File: src/decoder_regs_pkg.sv
// Register map, field positions, reset values and pixel path constants
package decoder_regs_pkg;

   // ****************************************
   // Register offsets
   // ****************************************
   localparam int unsigned ADDR_W      = 8;
   localparam logic [7:0]  STATUS2_OFS = 8'h1F;
   localparam logic [7:0]  AIC5_OFS    = 8'h23;
   localparam logic [7:0]  GAIN3_OFS   = 8'h24;
   localparam logic [7:0]  GAIN4_OFS   = 8'h25;
   localparam logic [7:0]  CDS_OFS     = 8'h29;

   // ****************************************
   // Second status byte fields
   // ****************************************
   localparam int unsigned ST_INTERLACE_DETECTED_BIT   = 7;
   localparam int unsigned ST_HVUL_BIT   = 6;
   localparam int unsigned ST_FIELD_BIT  = 5;
   localparam int unsigned ST_UNUSED_BIT = 4;
   localparam int unsigned ST_STRIPE_BURST_FOUR_LINE_BIT  = 3;
   localparam int unsigned ST_STRIPE_BIT = 2;
   localparam int unsigned ST_COPY_PROTECT_SEEN_BIT  = 1;
   localparam int unsigned ST_CAPTURE_READY_BIT  = 0;

   // ****************************************
   // Analog input control five fields
   // ****************************************
   localparam int unsigned AOUT_HI_BIT   = 7;
   localparam int unsigned ADC_DRV_BIT   = 6;
   localparam int unsigned ADC_CLK_BIT   = 5;
   localparam int unsigned CLAMP_REF_BIT = 4;
   localparam int unsigned SRC_SW_BIT    = 2;
   localparam int unsigned CH4_MSB_BIT   = 1;
   localparam int unsigned CH3_MSB_BIT   = 0;
   localparam logic [7:0]  AIC5_MASK     = 8'hF7;

   // ****************************************
   // Component delay and pixel mix fields
   // ****************************************
   localparam int unsigned MIX_EN_BIT    = 7;
   localparam int unsigned MIX_POL_BIT   = 6;
   localparam int unsigned MIX_DLY_LSB   = 4;
   localparam int unsigned PEAK_BIT      = 3;
   localparam int unsigned CPATH_LSB     = 0;

   // ****************************************
   // Reset values
   // ****************************************
   localparam logic [7:0]  AIC5_RST      = 8'h00;
   localparam logic [7:0]  GAIN3_RST     = 8'h00;
   localparam logic [7:0]  GAIN4_RST     = 8'h00;
   localparam logic [7:0]  CDS_RST       = 8'h00;

   // ****************************************
   // Pixel path timing, in pixel clocks
   // ****************************************
   localparam int unsigned DELAY_DEPTH   = 36;
   localparam logic [6:0]  PATH_BASE_TAP = 7'h15;
   localparam logic [6:0]  FSW_LAT_ADJ   = 7'h02;

endpackage : decoder_regs_pkg

File: src/decoder_status_component_ctrl.sv
// Status byte two and component input control registers with pixel mix path
//
// Behaviour
// - Status bit 7 shows interlaced source
// - Status bit 6 high when loops unlocked
// - Status bit 5: 0 is 50 Hz, 1 60 Hz
// - Bits 3..1 show stripe bursts, copy protection
// - Bit 0 only when all locked, ready
// - Status byte read-only, host writes ignored
// - Port drive bit 0 floats raw ADC port
// - Clock select: internal line-locked or external pin
// - Reference pull or clamp by mode bit
// - Enabled switch input edges reset gain loop
// - Channel 3 gain: MSB plus low register
// - Channel 4 gain: MSB plus low register
// - Mix enable selects source per pixel
// - Polarity bit inverts mix input mapping
// - Without mixing, polarity bit selects source statically
// - Mix input delay 0, +1, -2, -1 pixel
// - Optional component luma peaking
// - Component shift in steps of four pixels
`timescale 1ns/100ps
module decoder_status_component_ctrl #(
   parameter int unsigned PIX_W = 16,
   parameter int unsigned ADC_W = 9
) (
   input  wire logic             I_CLK,
   input  wire logic             I_RSTN,
   input  wire logic             I_REG_WR,
   input  wire logic             I_REG_RD,
   input  wire logic [7:0]       I_REG_ADDR,
   input  wire logic [7:0]       I_REG_WDATA,
   output logic      [7:0]       O_REG_RDATA,
   output logic                  O_REG_RDVALID,
   input  wire logic             I_INTERLACE_DETECTED,
   input  wire logic             I_HV_LOOPS_UNLOCKED,
   input  wire logic             I_FIELD_RATE_ID,
   input  wire logic             I_STRIPE_BURST_FOUR_LINE,
   input  wire logic             I_STRIPE_BURST_ANY,
   input  wire logic             I_COPY_PROTECT_SEEN,
   input  wire logic             I_ALL_LOOPS_LOCKED,
   input  wire logic             I_CAPTURE_READY,
   input  wire logic [ADC_W-1:0] I_ADC_RAW,
   output logic      [ADC_W-1:0] O_ADC_PORT_DATA,
   output logic                  O_ADC_PORT_OE_N,
   output logic                  O_ADC_CLOCK_EXTERNAL_SEL,
   output logic                  O_ANALOG_OUT_SEL_HI,
   input  wire logic             I_CLAMP_MODE_BIT,
   output logic                  O_REF_PULL_EN,
   output logic                  O_CLAMP_APPLY,
   input  wire logic             I_SOURCE_SWITCH_IN,
   output logic                  O_GAIN_LOOP_RESET,
   output logic      [8:0]       O_CHAN3_GAIN,
   output logic      [8:0]       O_CHAN4_GAIN,
   input  wire logic             I_PIXEL_MIX_IN,
   input  wire logic [PIX_W-1:0] I_COMPOSITE_PIX,
   input  wire logic [PIX_W-1:0] I_COMPONENT_PIX,
   output logic      [PIX_W-1:0] O_PIX,
   output logic                  O_PIX_IS_COMPONENT
);

   localparam int unsigned SEL_W = 6;

   if (PIX_W < 8 || ADC_W < 1) begin : g_bad_cfg
      $error("decoder_status_component_ctrl: PIX_W must be at least 8");
   end

   // ****************************************
   // Register file
   // ****************************************
   logic [7:0] status_r;
   logic [7:0] aic5_r;
   logic [7:0] gain3_r;
   logic [7:0] gain4_r;
   logic [7:0] cds_r;
   logic       capture_ready_w;

   assign capture_ready_w = I_CAPTURE_READY & I_ALL_LOOPS_LOCKED & ~I_HV_LOOPS_UNLOCKED;

   // Status is re-sampled every clock so a read never shows stale flags
   always_ff @(posedge I_CLK or negedge I_RSTN) begin
      if (!I_RSTN) begin
         status_r <= 8'h00;
      end else begin
         status_r[decoder_regs_pkg::ST_INTERLACE_DETECTED_BIT]   <= I_INTERLACE_DETECTED;
         status_r[decoder_regs_pkg::ST_HVUL_BIT]   <= I_HV_LOOPS_UNLOCKED;
         status_r[decoder_regs_pkg::ST_FIELD_BIT]  <= I_FIELD_RATE_ID;
         status_r[decoder_regs_pkg::ST_UNUSED_BIT] <= 1'b0;
         status_r[decoder_regs_pkg::ST_STRIPE_BURST_FOUR_LINE_BIT]  <= I_STRIPE_BURST_FOUR_LINE;
         status_r[decoder_regs_pkg::ST_STRIPE_BIT] <= I_STRIPE_BURST_ANY;
         status_r[decoder_regs_pkg::ST_COPY_PROTECT_SEEN_BIT]  <= I_COPY_PROTECT_SEEN;
         status_r[decoder_regs_pkg::ST_CAPTURE_READY_BIT]  <= capture_ready_w;
      end
   end

   // No case item for the status offset: writes there fall through
   always_ff @(posedge I_CLK or negedge I_RSTN) begin
      if (!I_RSTN) begin
         aic5_r  <= decoder_regs_pkg::AIC5_RST;
         gain3_r <= decoder_regs_pkg::GAIN3_RST;
         gain4_r <= decoder_regs_pkg::GAIN4_RST;
         cds_r   <= decoder_regs_pkg::CDS_RST;
      end else if (I_REG_WR) begin
         case (I_REG_ADDR)
            decoder_regs_pkg::AIC5_OFS: begin
               aic5_r <= I_REG_WDATA & decoder_regs_pkg::AIC5_MASK;
            end
            decoder_regs_pkg::GAIN3_OFS: begin
               gain3_r <= I_REG_WDATA;
            end
            decoder_regs_pkg::GAIN4_OFS: begin
               gain4_r <= I_REG_WDATA;
            end
            decoder_regs_pkg::CDS_OFS: begin
               cds_r <= I_REG_WDATA;
            end
            default: begin
            end
         endcase
      end
   end

   always_ff @(posedge I_CLK or negedge I_RSTN) begin
      if (!I_RSTN) begin
         O_REG_RDATA   <= 8'h00;
         O_REG_RDVALID <= 1'b0;
      end else begin
         O_REG_RDVALID <= I_REG_RD;
         if (I_REG_RD) begin
            case (I_REG_ADDR)
               decoder_regs_pkg::STATUS2_OFS: O_REG_RDATA <= status_r;
               decoder_regs_pkg::AIC5_OFS:    O_REG_RDATA <= aic5_r;
               decoder_regs_pkg::GAIN3_OFS:   O_REG_RDATA <= gain3_r;
               decoder_regs_pkg::GAIN4_OFS:   O_REG_RDATA <= gain4_r;
               decoder_regs_pkg::CDS_OFS:     O_REG_RDATA <= cds_r;
               default:                       O_REG_RDATA <= 8'h00;
            endcase
         end
      end
   end

   // ****************************************
   // Analog front-end controls
   // ****************************************
   always_ff @(posedge I_CLK or negedge I_RSTN) begin
      if (!I_RSTN) begin
         O_ADC_PORT_DATA          <= '0;
         O_ADC_PORT_OE_N          <= 1'b1;
         O_ADC_CLOCK_EXTERNAL_SEL <= 1'b0;
         O_ANALOG_OUT_SEL_HI      <= 1'b0;
         O_REF_PULL_EN            <= 1'b0;
         O_CLAMP_APPLY            <= 1'b0;
         O_CHAN3_GAIN             <= 9'h000;
         O_CHAN4_GAIN             <= 9'h000;
      end else begin
         O_ADC_PORT_DATA          <= I_ADC_RAW;
         O_ADC_PORT_OE_N          <= ~aic5_r[decoder_regs_pkg::ADC_DRV_BIT];
         O_ADC_CLOCK_EXTERNAL_SEL <= aic5_r[decoder_regs_pkg::ADC_CLK_BIT];
         O_ANALOG_OUT_SEL_HI      <= aic5_r[decoder_regs_pkg::AOUT_HI_BIT];
         O_REF_PULL_EN            <= aic5_r[decoder_regs_pkg::CLAMP_REF_BIT];
         O_CLAMP_APPLY            <= ~aic5_r[decoder_regs_pkg::CLAMP_REF_BIT]
                                     & I_CLAMP_MODE_BIT;
         O_CHAN3_GAIN             <= {aic5_r[decoder_regs_pkg::CH3_MSB_BIT], gain3_r};
         O_CHAN4_GAIN             <= {aic5_r[decoder_regs_pkg::CH4_MSB_BIT], gain4_r};
      end
   end

   // ****************************************
   // Pin synchronisers: index 0 switch input, 1 mix input
   // ****************************************
   logic [1:0] pin_w;
   logic [1:0] sync1_r;
   logic [1:0] sync2_r;
   logic [1:0] sync3_r;
   logic [1:0] stable_r;
   logic [1:0] change_w;

   assign pin_w = {I_PIXEL_MIX_IN, I_SOURCE_SWITCH_IN};

   for (genvar g = 0; g < 2; g++) begin : g_sync
      assign change_w[g] = (sync2_r[g] == sync3_r[g]) && (sync3_r[g] != stable_r[g]);
      always_ff @(posedge I_CLK or negedge I_RSTN) begin
         if (!I_RSTN) begin
            sync1_r[g]  <= 1'b0;
            sync2_r[g]  <= 1'b0;
            sync3_r[g]  <= 1'b0;
            stable_r[g] <= 1'b0;
         end else begin
            sync1_r[g] <= pin_w[g];
            sync2_r[g] <= sync1_r[g];
            sync3_r[g] <= sync2_r[g];
            if (change_w[g]) begin
               stable_r[g] <= sync3_r[g];
            end
         end
      end
   end

   // Either slope counts; while disabled the pin is still tracked so that
   // enabling does not fire on a level that changed long ago
   always_ff @(posedge I_CLK or negedge I_RSTN) begin
      if (!I_RSTN) begin
         O_GAIN_LOOP_RESET <= 1'b0;
      end else begin
         O_GAIN_LOOP_RESET <= aic5_r[decoder_regs_pkg::SRC_SW_BIT] & change_w[0];
      end
   end

   // ****************************************
   // Component luma peaking
   // ****************************************
   logic [PIX_W-1:0]  comp_d0_r;
   logic [PIX_W-1:0]  comp_d1_r;
   logic [PIX_W-1:0]  comp_pk_r;
   logic [PIX_W-1:0]  composite_video_d0_r;
   logic [PIX_W-1:0]  composite_video_pk_r;
   logic signed [10:0] hp_w;
   logic signed [10:0] peak_w;
   logic [7:0]        peak_luma_w;
   logic              peak_en;

   assign peak_en = cds_r[decoder_regs_pkg::PEAK_BIT];
   // High-pass of the centre sample, one eighth added back: a cheap
   // three-tap boost that peaks at half the pixel rate
   assign hp_w = 11'(signed'({3'b000, comp_d0_r[PIX_W-1 -: 8]} <<< 1))
               - signed'({3'b000, I_COMPONENT_PIX[PIX_W-1 -: 8]})
               - signed'({3'b000, comp_d1_r[PIX_W-1 -: 8]});
   assign peak_w = signed'({3'b000, comp_d0_r[PIX_W-1 -: 8]}) + (hp_w >>> 3);
   assign peak_luma_w = (peak_w < 0) ? 8'h00 : (peak_w > 11'sh0FF) ? 8'hFF : peak_w[7:0];

   always_ff @(posedge I_CLK or negedge I_RSTN) begin
      if (!I_RSTN) begin
         comp_d0_r <= '0;
         comp_d1_r <= '0;
         comp_pk_r <= '0;
         composite_video_d0_r <= '0;
         composite_video_pk_r <= '0;
      end else begin
         comp_d0_r <= I_COMPONENT_PIX;
         comp_d1_r <= comp_d0_r;
         composite_video_d0_r <= I_COMPOSITE_PIX;
         composite_video_pk_r <= composite_video_d0_r;
         comp_pk_r <= comp_d0_r;
         if (peak_en) begin
            comp_pk_r[PIX_W-1 -: 8] <= peak_luma_w;
         end
      end
   end

   // ****************************************
   // Path alignment delays
   // ****************************************
   logic [6:0]       cpath_ofs_w;
   logic [6:0]       fsw_ofs_w;
   logic [6:0]       comp_tap_w;
   logic [6:0]       fsw_tap_w;
   logic [PIX_W-1:0] composite_video_al_w;
   logic [PIX_W-1:0] comp_al_w;
   logic             fsw_al_w;

   localparam int unsigned CPATH_MSB   = decoder_regs_pkg::CPATH_LSB + 2;
   localparam int unsigned MIX_DLY_MSB = decoder_regs_pkg::MIX_DLY_LSB + 1;

   // Shift code is a signed count of four-pixel steps
   assign cpath_ofs_w = {{2{cds_r[CPATH_MSB]}}, cds_r[CPATH_MSB:0], 2'b00};
   assign comp_tap_w  = decoder_regs_pkg::PATH_BASE_TAP + cpath_ofs_w;
   // Mix delay code is a signed 2-bit pixel count; the mix pin's
   // synchroniser latency is subtracted so that code 0 lands aligned
   assign fsw_ofs_w   = {{5{cds_r[MIX_DLY_MSB]}}, cds_r[MIX_DLY_MSB:decoder_regs_pkg::MIX_DLY_LSB]};
   assign fsw_tap_w   = comp_tap_w + fsw_ofs_w - decoder_regs_pkg::FSW_LAT_ADJ;

   pixel_delay_line #(.W(PIX_W), .DEPTH(decoder_regs_pkg::DELAY_DEPTH), .SEL_W(SEL_W)) u_composite_video_dly (
      .i_clk  (I_CLK),
      .i_rstn (I_RSTN),
      .i_din  (composite_video_pk_r),
      .i_sel  (decoder_regs_pkg::PATH_BASE_TAP[SEL_W-1:0]),
      .o_dout (composite_video_al_w)
   );

   pixel_delay_line #(.W(PIX_W), .DEPTH(decoder_regs_pkg::DELAY_DEPTH), .SEL_W(SEL_W)) u_comp_dly (
      .i_clk  (I_CLK),
      .i_rstn (I_RSTN),
      .i_din  (comp_pk_r),
      .i_sel  (comp_tap_w[SEL_W-1:0]),
      .o_dout (comp_al_w)
   );

   pixel_delay_line #(.W(1), .DEPTH(decoder_regs_pkg::DELAY_DEPTH), .SEL_W(SEL_W)) u_fsw_dly (
      .i_clk  (I_CLK),
      .i_rstn (I_RSTN),
      .i_din  (stable_r[1]),
      .i_sel  (fsw_tap_w[SEL_W-1:0]),
      .o_dout (fsw_al_w)
   );

   // ****************************************
   // Source selection
   // ****************************************
   logic mix_en;
   logic mix_pol;
   logic use_comp_w;

   assign mix_en  = cds_r[decoder_regs_pkg::MIX_EN_BIT];
   assign mix_pol = cds_r[decoder_regs_pkg::MIX_POL_BIT];
   // Mixing assumes the component source is locked to the composite one
   assign use_comp_w = mix_en ? (fsw_al_w ^ mix_pol) : mix_pol;

   always_ff @(posedge I_CLK or negedge I_RSTN) begin
      if (!I_RSTN) begin
         O_PIX              <= '0;
         O_PIX_IS_COMPONENT <= 1'b0;
      end else begin
         O_PIX              <= use_comp_w ? comp_al_w : composite_video_al_w;
         O_PIX_IS_COMPONENT <= use_comp_w;
      end
   end
endmodule : decoder_status_component_ctrl

File: src/pixel_delay_line.sv
// Tapped shift register with registered tap output
`timescale 1ns/100ps
module pixel_delay_line #(
   parameter int unsigned W     = 16,
   parameter int unsigned DEPTH = 36,
   parameter int unsigned SEL_W = 6
) (
   input  wire logic             i_clk,
   input  wire logic             i_rstn,
   input  wire logic [W-1:0]     i_din,
   input  wire logic [SEL_W-1:0] i_sel,
   output logic      [W-1:0]     o_dout
);

   logic [W-1:0] taps_r [DEPTH];

   if (DEPTH < 2 || (2 ** SEL_W) < DEPTH) begin : g_bad_cfg
      $error("pixel_delay_line: DEPTH does not fit SEL_W");
   end

   always_ff @(posedge i_clk or negedge i_rstn) begin
      if (!i_rstn) begin
         for (int i = 0; i < DEPTH; i++) begin
            taps_r[i] <= '0;
         end
      end else begin
         taps_r[0] <= i_din;
         for (int i = 1; i < DEPTH; i++) begin
            taps_r[i] <= taps_r[i-1];
         end
      end
   end

   // Out-of-range selects read the deepest tap rather than garbage
   always_ff @(posedge i_clk or negedge i_rstn) begin
      if (!i_rstn) begin
         o_dout <= '0;
      end else if (int'(i_sel) < DEPTH) begin
         o_dout <= taps_r[i_sel];
      end else begin
         o_dout <= taps_r[DEPTH-1];
      end
   end

endmodule : pixel_delay_line

File: config.mk
export PLATFORM = sky130hd
export DESIGN_NAME = decoder_status_component_ctrl
export DESIGN_NICKNAME = d
export VERILOG_FILES = /design/src/decoder_regs_pkg.sv /design/src/decoder_status_component_ctrl.sv /design/src/pixel_delay_line.sv
export SDC_FILE = /design/constraint.sdc
export NUM_CORES = 1
export LEC_CHECK = 0
export ABC_CLOCK_PERIOD_IN_PS = 12350
export BUFFER_PORTS_ARGS = -buffer_cell sky130_fd_sc_hd__buf_2
export CORE_MARGIN = 5
export CORE_UTILIZATION = 50
export DETAILED_ROUTE_END_ITERATION = 8
export GPL_TIMING_DRIVEN = 0
export PLACE_DENSITY = 0.66
export SYNTH_ARGS = -nofsm -noshare
export SYNTH_HDL_FRONTEND = slang
export SYNTH_HIERARCHICAL = 1
export SYNTH_SLANG_ARGS = --single-unit
export TNS_END_PERCENT = 30
File: constraint.sdc
create_clock -name I_CLK -period 12.35 [get_ports I_CLK]
set_input_delay 0 -clock I_CLK [delete_from_list [all_inputs] [get_ports I_CLK]]
set_output_delay 0 -clock I_CLK [all_outputs]
set_load 0.005 [all_outputs]
==> metrics.md <==
| Metric | Value |
|---|---|
| Post-synthesis mux area share | `15.39%` |
| Post-synthesis compound-gate area fraction | `5.124%` |
| Root Driver | `clkbuf_16` |
| FF-to-FF setup slack | `7.64 ns` |
| Port buffer count | `130` |
| ANT nets after route | `0` |
| Slew margin rel. | `6.651%` |
| Die Span Y | `320.0 um` |
| Drt initial violations | `2376` |
| Max clock buf depth | `3` |
| I/O Pins | `131` |
| First-pass GRT wire length | `172500 um` |
| Setup-failing EPs final | `0` |
| Adder-cell share of the synthesized area | `0.9321%` |
| Fill count | `6889` |
| Clock Pin Slew Worst Setup and Hold Paths | `0.06 ns` |
| Initial antenna violation count | `4` |
| Ys Warns | `6` |
| Most common cell after layout, fill and taps aside | `dfrtp_1` |
| Async set or reset register ratio after synthesis | `100.0%` |
| Share of cells above drive strength 1 | `21.81%` |
| Largest family of logic cells by synthesized area | `multiplexers` |
| Clk_lat worst skew | `0.73 ns` |
| DP Wirelength | `69730 um` |
| Wire per inst | `24.12 um` |
| Vias/cell | `5.675` |
| Remaining global-route overflow | `0` |
| Vias in the first global route | `28400` |
| Final Hold Fails | `0` |
| Slowest CP cell | `dfrtp_1` |
| Primary FF master, synth | `dfrtp_1` |
| Worst Max-Slew Pin Slew | `1.390 ns` |
| Fmax | `212.2 MHz` |
| Pins Over Slew Limit | `0` |
| Crit. End Element | `flip-flop` |
| Pre-antenna DRT Iters | `5` |
| Via count | `25800` |
| Number of synthesized flops with an enable pin | `0` |
| Post-CTS Setup Inserts | `0` |
| Most frequent cells in the layout | `dfrtp_1, mux2i_1, buf_2, clkbuf_16` |
| Post-Synth Simple-Gate Area | `3.013%` |
| Cell Rows | `113` |
| Final worst slack | `7.638 ns` |
| Post-Synth XOR/XNOR Area | `0.4583%` |
| Cell area after layout | `56600 sq um` |
| Status | `finished clean` |
| Crit path top cell by count | `a21oi_1` |
| PostCTS Resize Cnt | `0` |
| CTS Buf Count | `142` |
| Area occupied by multi-input gates | `12050 sq um` |
| Synth area leader | `dfrtp_1` |
| WP data required | `12.98 ns` |
| Worst EP arrival | `5.35 ns` |
| Total GRT Usage | `21.86%` |
| Routability congestion estimate | `0.8514` |
| Pwr Density | `194.2 nW/um^2` |
| VDD IR max | `0.1236 mV` |
| Die Wd | `320.0 um` |
| Mapped Area | `48050 sq um` |
| Synthesis-to-finish area growth | `17.78%` |
| CP Launch Type | `flip-flop` |
| WL final | `109600 um` |
| Core ar. | `95150 sq um` |
| Synth top area share | `72.75%` |
| Cell count after placement | `4160` |
| Mean area per synthesized cell | `17.54 sq um` |
| Total negative slack | `0 ns` |
| Ranking of synthesized cells by area | `dfrtp_1, mux4_2, mux2i_1, mux4_1, mux2_2` |
| Layout Cells excl Fill | `4545` |
| Final Critical Period | `4.712 ns` |
| TritonCTS clock tree | `done` |
| Placed cell areas | `50610 sq um` |
| Clk sinks | `1398` |
| Post-Syn Instances | `2739` |
| Leakage | `25.30 nW` |
| Unrepaired setup endpoints after global routing | `false` |
| CP max FO | `6` |
| Initial Util | `50.50%` |
| Storage cell area | `34980 sq um` |
| Skew final | `0.02029 ns` |
| Critical path's top delay family | `compound AO/OA/AOI/OAI gates` |
| HP Class | `in2reg` |
| Worst path max stage delay | `0.45 ns` |
| DRC Markers | `0` |
| Yosys reg bits | `1398` |
| Pin count of the biggest net entering global routing | `181` |
| Critical Path, Cell by Cell | `ha_1 -> nor2b_1 -> o211ai_1 -> nand3b_1 -> a21oi_1 -> xnor2_1 -> ha_1 -> a21oi_1 -> nand3_1 -> a21oi_1 -> nor2_1 -> nand2_1 -> nand2_1 -> ha_1 -> or3_1 -> o21ai_0 -> nand2b_1 -> xnor2_1 -> o22ai_1 -> a21oi_1` |
| H-tree depth | `4` |
| Count of cell types in the netlist | `89` |
| Dpl ws | `7.689 ns` |
| Kind of critical path | `reg2reg` |
| Max Cap Viol | `0` |
| Die footprint | `102400 sq um` |
| Worst path bufs/invs | `0` |
| Period utilization | `38.16%` |
| Seq/Total Area, Yosys | `72.80%` |
| Layout Nets | `3272` |
| CTS Hold Bufs | `128` |
-- layer usage --
layer  vias up  GRT usage, %  routed length [um]
li1      10860             -                   -
met1     13980         32.29               49280
met2       773         34.05               52050
met3       179         4.117                5817
met4         2         6.154                2448
met5         -             0                  17
-- tightest hold or removal path: cells and delay by family --
family	cells	cell delay, ns
buf+inv	2	0.65
compound gates	1	0.06
simple gates	1	0.05
-- final cells by class --
cell class	instances	area share (%)
flip-flops and latches	1398	61.81
repair buffers	267	3.886
diodes	1	0.004421
well taps	1265	2.796
plain buffers	122	1.662
clock buffers	210	7.408
inverters	39	0.2586
clock inverters	46	0.8776
multi-input cells	1197	21.29
-- flip-flops by register name (all words and copies together) (netlist names), 7 cells and up --
signal,count
u_comp_dly/taps_r,576
u_composite_video_dly/taps_r,576
u_fsw_dly/taps_r,36
O_PIX,16
comp_d0_r,16
comp_pk_r,16
composite_video_d0_r,16
composite_video_pk_r,16
u_comp_dly/o_dout,16
u_composite_video_dly/o_dout,16
O_ADC_PORT_DATA,9
O_CHAN3_GAIN,9
O_CHAN4_GAIN,9
O_REG_RDATA,8
cds_r,8
comp_d1_r,8
gain3_r,8
gain4_r,8
aic5_r,7
status_r,7
-- Yosys cell counts (6+ instances only) --
cell type  number
a211o_1         9
a211oi_1        6
a21o_1          6
a21oi_1        67
a221oi_1       13
a22o_1          8
a22oi_1        23
a311o_1         6
a32o_1         10
and2_1          6
and3_1         14
buf_2          40
buf_4          32
buf_6          23
clkbuf_1       12
dfrtp_1      1397
ha_1           31
inv_1          39
mux2_2         79
mux2i_1       218
mux4_1         54
mux4_2        129
nand2_1        63
nand2b_1       10
nand3_1        14
nand3b_1        8
nor2_1        105
nor2b_1         9
nor3_1         21
o211ai_1       20
o21ai_0        59
o21ai_1         6
o22ai_1        53
o31ai_1        10
or4_1           8
xnor2_1        16
xor2_1          6
-- stage by stage --
step	util, %	power [mW]	hold slack [ns]
after floorplan	-	6.263	-0.2956
after CTS	59.48	11.04	0.005869
after global placement	52.92	6.658	0.1079
after global routing	59.48	11.47	0.07557
after detailed placement	53.19	6.727	-0.001236
final	59.48	10.99	0.07694
-- power by group --
group          internal [mW]  switching, mW  total [mW]
clock network           2.48           1.76        4.24
logic                  0.540          0.596        1.14
registers               5.25          0.369        5.62
-- cell families after synthesis --
logic type | after synthesis
adder cells (fa/ha/maj) | 35
XOR/XNOR | 23
AO/OA/AOI/OAI | 350
buffers and inverters | 161
AND/OR/NAND/NOR | 290
multiplexers | 480
flip-flops | 1398
other | 2
-- worst paths after layout --
check	startpoint	to	depth (start not counted)
worst max-delay path	comp_d0_r[8]	comp_pk_r[10]	20
min in group asynchronous	I_RSTN	u_composite_video_dly/taps_r[409]	4
worst max register to register	comp_d0_r[8]	comp_pk_r[10]	20
max in group asynchronous	I_RSTN	O_CHAN3_GAIN[3]	8
worst min-delay path	I_REG_WDATA[5]	cds_r[5]	4
worst min register to register	composite_video_d0_r[14]	composite_video_pk_r[14]	0
No activity file was read; power rests on OpenSTA's default activity.
